### src/pkg/idx_decode_pkg.sv
// constants for the indexed literal offset decode and execute path
package idx_decode_pkg;
  // opcode patterns (upper byte; add and bit-set masked, fill exact)
  localparam logic [7:0] ADD_MASK = 8'hfd;
  localparam logic [7:0] ADD_PATTERN = 8'h24;
  localparam logic [7:0] BSET_MASK = 8'hf1;
  localparam logic [7:0] BSET_PATTERN = 8'h80;
  localparam logic [7:0] FILL_PATTERN = 8'h68;
  // operand field positions
  localparam int DEST_BIT = 1;
  localparam int ABANK_BIT = 0;
  localparam int BITSEL_LSB = 1;
  // indexed window limit and fill value
  localparam logic [7:0] OFFSET_LIMIT = 8'h5f;
  localparam logic [7:0] FILL_VALUE = 8'hff;
  // widths and reset values
  localparam int ADDR_W = 12;
  localparam logic [11:0] ADDR_RESET = 12'h000;
  localparam logic [7:0] BYTE_RESET = 8'h00;
  localparam logic [4:0] FLAGS_RESET = 5'h00;
  localparam logic [3:0] NIBBLE_MAX = 4'hf;
  // execution phases of one instruction cycle
  typedef enum logic [1:0] {PH_DECODE, PH_READ, PH_PROCESS, PH_WRITE} phase_t;
  // decoded operation
  typedef enum logic [1:0] {OP_NONE, OP_ADD, OP_BSET, OP_FILL} op_t;
endpackage

### src/indexed_literal_offset_decode.sv
// indexed literal offset decode and four-phase execute path
`timescale 1ns/1ps
// ----------------------------------------------------------------------------
// Behaviour
// - enabled: offset up to 5Fh adds pointer
// - indexed only when enabled and access bit zero
// - indexed add: accumulator plus indexed byte
// - add decoded from 0010 01d0 pattern
// - d=0 to accumulator, d=1 to memory
// - add updates N, OV, C, DC, Z
// - bit-set sets bit b, flags untouched
// - fill writes FFh, flags untouched
// - one cycle: decode, read, process, write
// - extension bit defaults to disabled
// - effective address spans full 4096 bytes
// ----------------------------------------------------------------------------
module indexed_literal_offset_decode (
  input wire logic clock,
  input wire logic rst_b,
  input wire logic extension_enable_bit, // configuration bit, sampled after reset
  input wire logic instr_valid, // new instruction word offered at decode
  input wire logic [15:0] instr_word, // opcode byte then offset byte
  input wire logic [11:0] stack_frame_pointer, // read only here
  input wire logic [7:0] mem_rdata, // data byte at mem_addr
  output logic instr_ready, // high in decode phase
  output logic [11:0] mem_addr, // data address
  output logic mem_we, // write strobe, high in the cycle after the write phase
  output logic [7:0] mem_wdata, // write data
  output logic [7:0] accumulator, // working accumulator
  output logic negative_flag,
  output logic overflow_flag,
  output logic carry_flag,
  output logic digit_carry_flag,
  output logic zero_flag,
  output logic indexed_hit // last instruction used indexed addressing
);
  // --------------------------------------------------------------------------
  // reset synchroniser
  // --------------------------------------------------------------------------
  logic rst_meta_r;
  logic rst_sync_b_r;
  always_ff @(posedge clock or negedge rst_b) begin
    if (!rst_b) begin
      rst_meta_r <= 1'b0;
      rst_sync_b_r <= 1'b0;
    end else begin
      rst_meta_r <= 1'b1;
      rst_sync_b_r <= rst_meta_r;
    end
  end

  // --------------------------------------------------------------------------
  // state
  // --------------------------------------------------------------------------
  idx_decode_pkg::phase_t phase_r, phase_nxt; // current phase
  idx_decode_pkg::op_t op_r, op_nxt; // decoded operation
  logic ext_en_r, ext_en_nxt; // latched extension enable
  logic [15:0] iw_r, iw_nxt; // held instruction word
  logic [11:0] addr_r, addr_nxt;
  logic [7:0] opnd_r, opnd_nxt; // operand byte read in
  logic [7:0] res_r, res_nxt; // processed result
  logic we_r, we_nxt;
  logic rdy_r, rdy_nxt;
  logic [7:0] acc_r, acc_nxt;
  logic [4:0] flags_r, flags_nxt; // {n, ov, c, dc, z}
  logic hit_r, hit_nxt;

  // decode helpers (combinational views of the held word)
  logic [7:0] opc;
  logic [7:0] ofs;
  logic use_indexed;
  logic [8:0] sum9;
  logic [4:0] low5;
  assign opc = iw_r[15:8];
  assign ofs = iw_r[7:0];
  // indexed only with extension on, access bit clear, offset in window
  assign use_indexed = ext_en_r && !opc[idx_decode_pkg::ABANK_BIT]
                       && (ofs <= idx_decode_pkg::OFFSET_LIMIT);
  assign sum9 = {1'b0, acc_r} + {1'b0, opnd_r};
  assign low5 = {1'b0, acc_r[3:0]} + {1'b0, opnd_r[3:0]};

  // --------------------------------------------------------------------------
  // next-state logic: one phase per clock, four per instruction cycle
  // --------------------------------------------------------------------------
  always_comb begin
    phase_nxt = phase_r;
    op_nxt = op_r;
    ext_en_nxt = ext_en_r;
    iw_nxt = iw_r;
    addr_nxt = addr_r;
    opnd_nxt = opnd_r;
    res_nxt = res_r;
    we_nxt = 1'b0;
    rdy_nxt = 1'b0;
    acc_nxt = acc_r;
    flags_nxt = flags_r;
    hit_nxt = hit_r;
    unique case (phase_r)
      idx_decode_pkg::PH_DECODE: begin
        rdy_nxt = 1'b1;
        // only taken while ready is shown, so the first armed cycle refuses a word
        if (instr_valid && rdy_r) begin
          iw_nxt = instr_word;
          rdy_nxt = 1'b0;
          phase_nxt = idx_decode_pkg::PH_READ;
          // classify opcode byte; a non-matching word runs as a no-op
          if ((instr_word[15:8] & idx_decode_pkg::ADD_MASK) == idx_decode_pkg::ADD_PATTERN) begin
            op_nxt = idx_decode_pkg::OP_ADD;
          end else if ((instr_word[15:8] & idx_decode_pkg::BSET_MASK) == idx_decode_pkg::BSET_PATTERN) begin
            op_nxt = idx_decode_pkg::OP_BSET;
          end else if (instr_word[15:8] == idx_decode_pkg::FILL_PATTERN) begin
            op_nxt = idx_decode_pkg::OP_FILL;
          end else begin
            op_nxt = idx_decode_pkg::OP_NONE;
          end
        end
      end
      idx_decode_pkg::PH_READ: begin
        // pointer plus offset, full 12-bit wrap across data space
        if (use_indexed) begin
          addr_nxt = stack_frame_pointer + {4'h0, ofs};
        end else begin
          addr_nxt = {4'h0, ofs}; // direct access-bank meaning
        end
        hit_nxt = use_indexed;
        phase_nxt = idx_decode_pkg::PH_PROCESS;
      end
      idx_decode_pkg::PH_PROCESS: begin
        opnd_nxt = mem_rdata; // address stable since read phase
        phase_nxt = idx_decode_pkg::PH_WRITE;
      end
      idx_decode_pkg::PH_WRITE: begin
        phase_nxt = idx_decode_pkg::PH_DECODE;
        rdy_nxt = 1'b1;
        unique case (op_r)
          idx_decode_pkg::OP_ADD: begin
            res_nxt = sum9[7:0];
            flags_nxt = {sum9[7], (acc_r[7] == opnd_r[7]) && (sum9[7] != acc_r[7]),
                         sum9[8], low5[4], sum9[7:0] == idx_decode_pkg::BYTE_RESET};
            if (iw_r[8 + idx_decode_pkg::DEST_BIT]) begin
              we_nxt = 1'b1;
            end else begin
              acc_nxt = sum9[7:0];
            end
          end
          idx_decode_pkg::OP_BSET: begin
            res_nxt = opnd_r | (8'h01 << opc[idx_decode_pkg::BITSEL_LSB +: 3]);
            we_nxt = 1'b1;
          end
          idx_decode_pkg::OP_FILL: begin
            res_nxt = idx_decode_pkg::FILL_VALUE;
            we_nxt = 1'b1;
          end
          idx_decode_pkg::OP_NONE: begin
            we_nxt = 1'b0;
          end
        endcase
      end
    endcase
  end

  // --------------------------------------------------------------------------
  // registers; extension bit caught once, at first edge after reset release
  // --------------------------------------------------------------------------
  logic armed_r;
  always_ff @(posedge clock or negedge rst_sync_b_r) begin
    if (!rst_sync_b_r) begin
      phase_r <= idx_decode_pkg::PH_DECODE;
      op_r <= idx_decode_pkg::OP_NONE;
      ext_en_r <= 1'b0;
      armed_r <= 1'b0;
      iw_r <= 16'h0000;
      addr_r <= idx_decode_pkg::ADDR_RESET;
      opnd_r <= idx_decode_pkg::BYTE_RESET;
      res_r <= idx_decode_pkg::BYTE_RESET;
      we_r <= 1'b0;
      rdy_r <= 1'b0;
      acc_r <= idx_decode_pkg::BYTE_RESET;
      flags_r <= idx_decode_pkg::FLAGS_RESET;
      hit_r <= 1'b0;
    end else begin
      phase_r <= armed_r ? phase_nxt : idx_decode_pkg::PH_DECODE;
      op_r <= op_nxt;
      ext_en_r <= armed_r ? ext_en_nxt : extension_enable_bit;
      armed_r <= 1'b1;
      iw_r <= iw_nxt;
      addr_r <= addr_nxt;
      opnd_r <= opnd_nxt;
      res_r <= res_nxt;
      we_r <= we_nxt;
      rdy_r <= armed_r ? rdy_nxt : 1'b0;
      acc_r <= acc_nxt;
      flags_r <= flags_nxt;
      hit_r <= hit_nxt;
    end
  end

  // outputs straight from flip-flops; the pointer is never driven
  assign instr_ready = rdy_r;
  assign mem_addr = addr_r;
  assign mem_we = we_r;
  assign mem_wdata = res_r;
  assign accumulator = acc_r;
  assign {negative_flag, overflow_flag, carry_flag, digit_carry_flag, zero_flag} = flags_r;
  assign indexed_hit = hit_r;

  // --------------------------------------------------------------------------
  // assertions
  // --------------------------------------------------------------------------
  property p_idx_addr;
    @(posedge clock) disable iff (!rst_sync_b_r)
    (phase_r == idx_decode_pkg::PH_READ && use_indexed) |=> mem_addr == $past(stack_frame_pointer) + {4'h0, $past(ofs)};
  endproperty
  a_idx_addr: assert property (p_idx_addr) else $error("indexed address wrong");
  property p_direct;
    @(posedge clock) disable iff (!rst_sync_b_r)
    (phase_r == idx_decode_pkg::PH_READ && !ext_en_r) |=> !indexed_hit && mem_addr[11:8] == 4'h0;
  endproperty
  a_direct: assert property (p_direct) else $error("indexed used while disabled");
  property p_cycle;
    @(posedge clock) disable iff (!rst_sync_b_r)
    (phase_r == idx_decode_pkg::PH_DECODE && instr_valid && instr_ready) |=> ##2 phase_r == idx_decode_pkg::PH_WRITE ##1 instr_ready;
  endproperty
  a_cycle: assert property (p_cycle) else $error("instruction not four phases");
  property p_fill;
    @(posedge clock) disable iff (!rst_sync_b_r)
    (phase_r == idx_decode_pkg::PH_WRITE && op_r == idx_decode_pkg::OP_FILL) |=> mem_we && mem_wdata == 8'hff && $stable(flags_r);
  endproperty
  a_fill: assert property (p_fill) else $error("fill wrong");
  property p_bset;
    @(posedge clock) disable iff (!rst_sync_b_r)
    (phase_r == idx_decode_pkg::PH_WRITE && op_r == idx_decode_pkg::OP_BSET) |=> mem_we && mem_wdata[$past(opc[3:1])] && $stable(flags_r);
  endproperty
  a_bset: assert property (p_bset) else $error("bit set wrong");
  property p_add_dest;
    @(posedge clock) disable iff (!rst_sync_b_r)
    (phase_r == idx_decode_pkg::PH_WRITE && op_r == idx_decode_pkg::OP_ADD) |=> mem_we == $past(iw_r[9]);
  endproperty
  a_add_dest: assert property (p_add_dest) else $error("add destination wrong");
  property p_add_val;
    @(posedge clock) disable iff (!rst_sync_b_r)
    (phase_r == idx_decode_pkg::PH_WRITE && op_r == idx_decode_pkg::OP_ADD && !iw_r[9]) |=> accumulator == $past(acc_r) + $past(opnd_r);
  endproperty
  a_add_val: assert property (p_add_val) else $error("add sum wrong");
  property p_zero;
    @(posedge clock) disable iff (!rst_sync_b_r)
    $past(phase_r == idx_decode_pkg::PH_WRITE && op_r == idx_decode_pkg::OP_ADD) |-> zero_flag == ($past(sum9[7:0]) == 8'h00) && carry_flag == $past(sum9[8]);
  endproperty
  a_zero: assert property (p_zero) else $error("add flags wrong");
endmodule // indexed_literal_offset_decode

### config.mk
export PLATFORM = sky130hd
export DESIGN_NAME = indexed_literal_offset_decode
export DESIGN_NICKNAME = d
export VERILOG_FILES = /design/src/pkg/idx_decode_pkg.sv /design/src/indexed_literal_offset_decode.sv
export SDC_FILE = /design/constraint.sdc
export NUM_CORES = 1
export LEC_CHECK = 0
export BUFFER_PORTS_ARGS = -buffer_cell sky130_fd_sc_hd__buf_2
export CORE_UTILIZATION = 54
export DETAILED_ROUTE_END_ITERATION = 10
export PLACE_DENSITY = 0.77
export SLEW_MARGIN = 20
export SYNTH_ARGS = -nofsm -noshare
export SYNTH_HDL_FRONTEND = slang
export SYNTH_SLANG_ARGS = --single-unit
### constraint.sdc
create_clock -name clock -period 2.7 [get_ports clock]
set_clock_uncertainty 0.05 [all_clocks]
set_input_delay 0.405 -clock clock [delete_from_list [all_inputs] [get_ports clock]]
set_output_delay 0.405 -clock clock [all_outputs]
set_load 0.1 [all_outputs]
==> results.yml, run 1 <==
sta:
  tightest_slew_ns: 0.6602
  timing.hold.ws_ns: 0.2103
  rsz0062_at_grt: "false"
  maxSlewViolCount: 0
  fin_ws_ns: 0.4941
  hold_viol: 0
  max_freq_ghz: 0.4533
  fin_crit_sh_pct: 81.70
  setup_violations: 0
  fin_crit_ns: 2.206
  max-slew-margin-rel_pct: 55.99
  finalSetupTns_ns: 0
worst_setup_path:
  cp_slowest_cell: "fa_1"
  worstSetupStartpointType: "flip-flop"
  reg2reg_to: "mem_addr[10]"
  critical_path_class: "flip-flop to flip-flop"
  crit_chain: "ha_1, inv_1, fa_1, nand2b_1, a21oi_1, o21ai_0, a211oi_1, xnor2_1, o22ai_1"
  crit-reg2reg-launch: "iw_r[0]"
  critPathCaptureType: "flip-flop"
  cp_top_family: "compound AO/OA/AOI/OAI gates"
  worst-path-buf-inv: 1
  cpPeakStageDelay_ns: 0.40
  critical_path.max_fanout: 3
  cp.arrival_ns: 2.36
  ff2ff_path_depth: 9
  r2r_slack_ns: 0.49
  critical_path_required_ns: 2.85
logic_synthesis:
  synth-warning-count: 0
  ys_ff_latch: 64
  syn_area_per_cell_um2: 10.30
  syn-cell-area_mm2: 0.003411
  synth.top_cell.area_share_pct: 46.96
  synth_area_leaders: "dfrtp_1, mux2_2, ha_1"
  synth_top_cell_by_area: "dfrtp_1"
  synth.top_cells.by_count: "dfrtp_1, nand2_1, mux2_2"
  synth-edff-count: 0
  synth_cell_types: 47
  synth_top_flop_cell: "dfrtp_1"
  synth_most_common_cell: "dfrtp_1"
  async_flop_share_pct: 100.0
  synth_cells: 331
  yosysSeqAreaShare_pct: 46.96
place:
  hpwlAfterDp_um: 5552
  pre_cts_ws_ns: 0.3921
  dp.cells: 475
  place.gp.congestion: 0.8931
  port_buffers: 75
  dpl_cell_area_mm2: 0.003877
floorplan:
  num_io_pins: 76
  rows: 28
  fp.dieW_um: 81.48
  die-area_mm2: 0.006638
  die_y_um: 81.48
  fp.coreArea_mm2: 0.005991
  initial_core_util_pct: 56.93
pwr:
  leakage_nw: 2.038
  internal-power_mw: 2.697
  p_clk_share_pct: 22.2
  ir_worst_vdd_uv: 848.9
  total_power_mw: 4.925
  swShare_pct: 45.25
  power_frac_comb_pct: 47.2
  p_sw_mw: 2.228
  power.density_mw_per_mm2: 1185
  sequentialPowerShare_pct: 30.6
routing:
  vias: 2728
  firstDrtPassIters: 4
  via_per_inst: 5.545
  drc_errors: 0
  routedWlPerCell_um: 14.70
  routed_wl_um: 7230
  drtIter0Drc: 244
  ant_nets: 0
clock_tree:
  cts_setup_buffers: 0
  cts_tree: "done"
  root_buffer: "clkbuf_8"
  numCtsBuffers: 9
  htree_levels: 3
  clkSinkCount: 64
  clockBufferDepth: 2
  clk_pin_slew_ns: 0.07
  clk_latency_ns: 0.34
grt:
  grt_overflow_total: 0
  antenna_found_initial: 0
  grt_usage_pct: 24.69
  grt_pass1_wl_um: 12100
  grt_start_max_net_pins: 32
  grt_pass1_vias: 2566
finish:
  syn_to_final_growth_pct: 21.83
  fin_area_mm2: 0.004155
  fin_util_pct: 69.36
  nFillCells: 475
  layoutNonFillerInstCount: 492
  drive_gt1_share_pct: 30.46
  n_antenna_cell: 0
  layout.nets: 475
outcome:
  run_status: "complete, no violations"
hold_path:
  min_to: "op_r[1]"
  hp-class: "input pin to flip-flop"
  hold_start: "instr_word[12]"
  min_path_cells: 2
run:
  maxCapViolCount: 0
-- flip-flops by register name (all words and copies together) (netlist names), 2 cells and up --
| register | flops |
|---|---|
| accumulator | 8 |
| opnd_r | 8 |
| iw_r | 12 |
| op_r | 2 |
| mem_addr | 12 |
| phase_r | 2 |
| flags_r | 5 |
| mem_wdata | 8 |
-- timing repair --
item	in CTS	in global routing
hold buffers	1	0
hold endpoints to repair	2	0
gates resized for setup	0	0
-- metal layers --
layer	part of all wire (%)	up-vias	track usage, %
met4	1.8	0	10.89
met5	0	-	0
met2	47	78	37.42
li1	-	1333	-
met1	46	1306	34.64
met3	5.0	11	4.333
-- kinds of logic (layout without fill, tap and decap cells) --
kind of cell | count (synthesis) | after routing | synth area share (%)
xor gates and xnor gates | 16 | 16 | 4.329
other | 1 | 2 | 0.1099
muxes | 26 | 26 | 8.511
and+or+nand+nor | 86 | 86 | 11.96
DFF | 64 | 64 | 46.96
buffers and inverters | 31 | 116 | 3.521
adders and majority gates | 23 | 23 | 8.877
AOI/OAI and AO/OA | 84 | 84 | 15.74
-- worst max-delay path by stage --
stage / from / to / slack, ns / cells past startpoint
after floorplan: accumulator[0] / mem_wdata[6] / 0.1 / 9
after global placement: stack_frame_pointer[0] / mem_addr[10] / 0.43 / 10
after detailed placement: stack_frame_pointer[0] / mem_addr[10] / 0.39 / 10
after CTS: iw_r[0] / mem_addr[10] / 0.49 / 9
after global routing: iw_r[0] / mem_addr[10] / 0.28 / 9
final: iw_r[0] / mem_addr[10] / 0.49 / 9
-- power groups by stage --
stage               combinational, mW  clock [mW]  sequential, mW
CTS                              2.33        1.11            1.51
finish                           2.32        1.09            1.51
global placement                 2.27           0            1.51
global route                     2.50        1.15            1.56
floorplan                        1.12           0            2.25
detailed placement               2.32           0            1.52
-- layout make-up --
class	count	area (µm²)	area share (%)
well taps	75	93.84	2.258
inverters	18	67.56	1.626
clock inverters	6	130.1	3.132
multi-input cells	237	1693	40.74
repair buffers	82	430.4	10.36
flip-flops and latches	64	1603	38.57
clock buffers	10	137.6	3.312
-- cell usage in the layout, fill, tap and decap left out, types with 5 or more instances in the layout --
master    synthesis  final
nand2_1          30     30
nor2_1           23     23
inv_1            18     18
nand3_1           5      5
o21ai_0          22     22
ha_1             21     21
nor3_1            6      6
xnor2_1           9      9
a21oi_1          22     22
buf_2             0     75
xor2_1            6      6
o32ai_1           6      6
buf_4             1      6
dfrtp_1          64     63
mux2_2           24     24
clkbuf_8          0     10
Note: power is estimated with default switching activity, not from simulation.
==> run 2, diff against run 1 <==
--- a/config.mk
+++ b/config.mk
@@ -6,9 +6,9 @@
 export NUM_CORES = 1
 export LEC_CHECK = 0
 export BUFFER_PORTS_ARGS = -buffer_cell sky130_fd_sc_hd__buf_2
-export CORE_UTILIZATION = 54
+export CORE_UTILIZATION = 49
 export DETAILED_ROUTE_END_ITERATION = 10
-export PLACE_DENSITY = 0.77
+export PLACE_DENSITY = 0.73
 export SLEW_MARGIN = 20
 export SYNTH_ARGS = -nofsm -noshare
 export SYNTH_HDL_FRONTEND = slang
==> constraint.sdc (replaced) <==
create_clock -name clock -period 1.9 [get_ports clock]
set_clock_uncertainty 0.05 [all_clocks]
set_input_delay 0.285 -clock clock [delete_from_list [all_inputs] [get_ports clock]]
set_output_delay 0.285 -clock clock [all_outputs]
set_load 0.1 [all_outputs]
==> run 2 against run 1 <==
Compared with the run above:
- clock power decreased by 4%
- sequential cell count stayed put
- the flow now finishes with violations (negative setup slack)
- worst hold slack worse by 0.097 ns
- die area grew 9.9%
==> results.yml, run 2 (synthesis results as in run 1) <==
sta:
  finalSetupTns_ns: -0.1494
  hold_viol: 0
  setup_violations: 5
  fin_crit_sh_pct: 103.4
  fin_ws_ns: -0.06459
  timing.hold.ws_ns: 0.1136
  fin_crit_ns: 1.965
  maxSlewViolCount: 0
  max_freq_ghz: 0.5090
  rsz0062_at_grt: "true"
clock_tree:
  root_buffer: "clkbuf_8"
  clkSinkCount: 64
  numCtsBuffers: 9
  clk_latency_ns: 0.33
  cts_tree: "done"
  htree_levels: 3
  clk_pin_slew_ns: 0.07
  clockBufferDepth: 2
floorplan:
  rows: 30
  num_io_pins: 76
  die-area_mm2: 0.007298
  initial_core_util_pct: 50.48
  fp.dieW_um: 85.43
  die_y_um: 85.43
  fp.coreArea_mm2: 0.006756
routing:
  wl_met2_um: 3698
  drtIter0Drc: 181
  ant_nets: 0
  routed_wl_um: 8039
  wl_met3_um: 395
  top_layer_used: "met4"
  vias: 2818
  firstDrtPassIters: 5
  drc_errors: 0
  via_per_inst: 5.368
  drt-met1-wl_um: 3799
  routedWlPerCell_um: 15.31
worst_setup_path:
  worstSetupStartpointType: "flip-flop"
  crit_chain: "ha_4, a21o_1, a221oi_4, a21oi_2, xnor2_2, nand3_1, o21ai_2"
  critical_path_class: "flip-flop to flip-flop"
  critical_path.max_fanout: 5
  critPathCaptureType: "flip-flop"
  cpPeakStageDelay_ns: 0.41
  cp.arrival_ns: 2.17
  critical_path_required_ns: 2.11
  cp_slowest_cell: "dfrtp_1"
hold_path:
  hp-class: "input pin to flip-flop"
grt:
  antenna_found_initial: 0
  grt_start_max_net_pins: 30
  grt_usage_pct: 22.46
  grt_pass1_wl_um: 12650
  grt_pass1_vias: 2703
  grt_overflow_total: 0
place:
  hpwlAfterDp_um: 5870
  port_buffers: 75
  place.gp.congestion: 0.8548
  pre_cts_ws_ns: -0.09777
finish:
  layout_commonest_cell: "buf_2"
  syn_to_final_growth_pct: 34.01
  drive_gt1_share_pct: 44.04
  nFillCells: 543
  layout.nets: 504
  n_antenna_cell: 0
  final_cell_mix: "buf_2, dfrtp_1, buf_4, nand2_1, mux2_2"
pwr:
  power.density_mw_per_mm2: 1588
  leakage_nw: 2.145
  total_power_mw: 7.259
  ir_worst_vdd_uv: 1135
run:
  maxCapViolCount: 0
outcome:
  run_status: "finished with violations"
  violations: "negative setup slack"
-- run 2: worst paths after layout --
| check | start | endpoint | slack [ns] | cells after the start |
|---|---|---|---|---|
| max | opnd_r[3] | flags_r[0] | -0.06 | 7 |
| min | instr_word[12] | op_r[1] | 0.11 | 2 |
| max reg2reg | opnd_r[3] | flags_r[0] | -0.06 | 7 |
| min reg2reg | rst_sync_b_r | opnd_r[3] | 0.14 | 0 |
| max in group asynchronous | rst_sync_b_r | mem_addr[2] | 0.94 | 2 |
| min in group asynchronous | rst_sync_b_r | opnd_r[3] | 0.14 | 0 |
-- run 2: final cells by class --
type / count / area [µm²] / area share, %
Timing Repair Buffer: 111 / 660.6 / 14.45
Sequential cell: 64 / 1613 / 35.29
Multi-Input combinational cell: 237 / 1953 / 42.73
Tap cell: 80 / 100.1 / 2.190
Inverter: 18 / 67.56 / 1.478
Clock buffer: 15 / 176.4 / 3.860
-- run 2: critical path: cells and delay by family (launching register included) --
kind,cells,cell delay (ns)
flip-flops,1,0.41
adder cells (fa/ha/maj),1,0.27
AND/OR/NAND/NOR,1,0.14
XOR/XNOR,1,0.23
AO/OA/AOI/OAI,4,0.80
-- run 2: routing by layer --
layer  up-vias  GRT usage (%)
li1       1399              -
met1      1322          31.73
met2        87          34.18
met3        10          4.183
met4         0          9.242
met5         -              0
-- run 2: power breakdown --
part	internal, mW	total (mW)	switching, mW
combinational	1.51	4.07	2.57
clock	0.576	1.05	0.475
sequential	1.77	2.13	0.366
-- run 2: timing repair --
action | in CTS | in global routing
hold buffers | 1 | 0
setup buffers | 3 | 1
cloned | 0 | 0
pin swaps | 11 | 7
hold endpoints to repair | 2 | 0
gates resized for setup | 3 | 19
endpoints found under the setup margin | 10 | 19
-- run 2: stage by stage --
stage | utilization, % | cells | instance area [µm²]
3_3_place_gp | 62.54 | 505 | 4225
6_report | 67.65 | 525 | 4571
2_1_floorplan | - | 332 | 3557
3_5_place_dp | 62.54 | 505 | 4225
5_1_grt | 67.65 | 525 | 4571
4_1_cts | 65.93 | 524 | 4454
==> run 3, diff against run 2 <==
--- a/config.mk
+++ b/config.mk
@@ -6,9 +6,9 @@
 export NUM_CORES = 1
 export LEC_CHECK = 0
 export BUFFER_PORTS_ARGS = -buffer_cell sky130_fd_sc_hd__buf_2
-export CORE_UTILIZATION = 49
+export CORE_UTILIZATION = 54
 export DETAILED_ROUTE_END_ITERATION = 10
-export PLACE_DENSITY = 0.73
+export PLACE_DENSITY = 0.77
 export SLEW_MARGIN = 20
 export SYNTH_ARGS = -nofsm -noshare
 export SYNTH_HDL_FRONTEND = slang
==> constraint.sdc (replaced) <==
create_clock -name clock -period 2.2 [get_ports clock]
set_clock_uncertainty 0.05 [all_clocks]
set_input_delay 0.33 -clock clock [delete_from_list [all_inputs] [get_ports clock]]
set_output_delay 0.33 -clock clock [all_outputs]
set_load 0.1 [all_outputs]
==> run 3 against run 2 <==
Compared with the run above:
- the run now ends clean
- sequential cell count unchanged
- clock power up 4%
- sequential power decreased by 13%
- critical path depth up 2
- via count is 2.3% lower
- power fell by 18%
- utilization grew 2.9 points
- worst setup slack gained 0.17 ns
- clock-buffer cell count is 1 lower
- critical path type unchanged
- first-iteration DRC count rose by 18%
- global-route usage rose by 2.1 points
- final cell count shrank 5.5%
==> results.yml, run 3 (synthesis results as in run 1) <==
outcome:
  run_status: "complete, no violations"
floorplan:
  fp.dieW_um: 81.48
  die-area_mm2: 0.006638
  die_y_um: 81.48
  initial_core_util_pct: 56.93
  num_io_pins: 76
  rows: 28
  fp.coreArea_mm2: 0.005991
worst_setup_path:
  critPathCaptureType: "flip-flop"
  crit_chain: "ha_2, inv_1, fa_1, nand2b_1, a21oi_2, o21ai_2, a211oi_2, xnor2_1, o22ai_1"
  cp_slowest_cell: "fa_1"
  critical_path_class: "flip-flop to flip-flop"
  cpPeakStageDelay_ns: 0.40
  worstSetupStartpointType: "flip-flop"
  critical_path.max_fanout: 3
  critical_path_required_ns: 2.37
  ff2ff_path_depth: 9
  cp.arrival_ns: 2.26
pwr:
  p_sw_mw: 2.794
  leakage_nw: 2.031
  power_frac_comb_pct: 50.2
  swShare_pct: 47.07
  power.density_mw_per_mm2: 1404
  sequentialPowerShare_pct: 31.4
  p_clk_share_pct: 18.4
  ir_worst_vdd_uv: 1216
  total_power_mw: 5.936
  internal-power_mw: 3.142
finish:
  layout_commonest_cell: "buf_2"
  layout.area.seq_mm2: 0.001612
  drive_gt1_share_pct: 35.15
  fin_area_mm2: 0.004227
  layout.nets: 479
  final_cell_mix: "buf_2, dfrtp_1, nand2_1, mux2_2, nor2_1"
  multi_input_area_mm2: 0.001763
  fin_util_pct: 70.55
  nFillCells: 457
  n_antenna_cell: 0
  syn_to_final_growth_pct: 23.92
clock_tree:
  cts_tree: "done"
  root_buffer: "clkbuf_8"
  clockBufferDepth: 2
  clk_latency_ns: 0.35
  numCtsBuffers: 9
  htree_levels: 3
  clkSinkCount: 64
  clk_pin_slew_ns: 0.07
grt:
  grt_usage_pct: 24.60
  grt_overflow_total: 0
  grt_start_max_net_pins: 42
  grt_pass1_vias: 2585
  grt_pass1_wl_um: 12140
  antenna_found_initial: 0
sta:
  timing.hold.ws_ns: 0.1333
  finalSetupTns_ns: 0
  max-slew-margin-rel_pct: 64.15
  max_freq_ghz: 0.4777
  tightest_slew_ns: 0.5378
  maxSlewViolCount: 0
  rsz0062_at_grt: "false"
  setup_violations: 0
  fin_crit_sh_pct: 95.15
  hold_viol: 0
  fin_crit_ns: 2.093
run:
  maxCapViolCount: 0
routing:
  vias: 2753
  ant_nets: 0
  via_per_inst: 5.550
  drtIter0Drc: 213
  firstDrtPassIters: 4
  routedWlPerCell_um: 15.07
  drc_errors: 0
  routed_wl_um: 7474
place:
  port_buffers: 75
  place.gp.congestion: 0.8504
  dpl_cell_area_mm2: 0.003976
  hpwlAfterDp_um: 5562
hold_path:
  hp-class: "input pin to flip-flop"
  min_path_cells: 2
[run 3: cell type report]
type,instances,area share (%)
inverter,18,1.599
clock buffer,14,4.322
sequential,64,38.13
tap,75,2.220
timing repair buffer,86,11.19
multi-input combinational,237,41.71
clock inverter,2,0.8289
[run 3: layer usage]
layer | vias to the layer above | global-route usage (%) | share of wire, %
met1 | 1339 | 34.48 | 48
met5 | - | 0 | 0
met3 | 8 | 4.444 | 4.2
li1 | 1345 | - | -
met2 | 61 | 37.25 | 46
met4 | 0 | 10.54 | 1.2
[run 3: power by group through the flow]
| stage | clock network [mW] | logic [mW] | registers [mW] |
|---|---|---|---|
| global placement | 0 | 2.86 | 1.86 |
| detailed placement | 0 | 2.92 | 1.89 |
| floorplan | 0 | 1.41 | 2.78 |
| finish | 1.09 | 2.98 | 1.86 |
| CTS | 1.11 | 2.95 | 1.86 |
| global route | 1.16 | 3.20 | 1.91 |
[run 3: path summary, 6_finish.rpt]
kind / start / to / slack (ns)
worst max-delay path: iw_r[0] / mem_addr[10] / 0.11
worst min-delay path: instr_word[12] / op_r[1] / 0.13
worst max register to register: iw_r[0] / mem_addr[10] / 0.11
worst min register to register: rst_sync_b_r / opnd_r[5] / 0.19
max in group asynchronous: rst_sync_b_r / indexed_hit / 1.31
min in group asynchronous: rst_sync_b_r / opnd_r[5] / 0.19
[run 3: through the flow]
| step | setup slack (ns) | std cells |
|---|---|---|
| global placement | 0.03095 | 478 |
| finish | 0.1066 | 496 |
| floorplan | 0.004650 | 332 |
| CTS | 0.01339 | 495 |
| detailed placement | -0.03174 | 478 |
| global route | 0.001921 | 496 |
[run 3: worst max-delay path, delay by kind of cell (launching register included)]
kind	cells	cell delay [ns]
fa+ha+maj	2	0.59
compound gates	4	0.58
flops	1	0.35
simple gates	1	0.19
xor+xnor	1	0.15
buf+inv	1	0.06
[run 3: what timing repair did]
action / 4_1_cts / 5_1_grt
buffers inserted: 0 / 1
pin swaps: 1 / 0
endpoints found under the hold margin: 2 / 0
hold buffers: 1 / 0
setup endpoints to repair: 1 / 2
gates resized for setup: 1 / 4
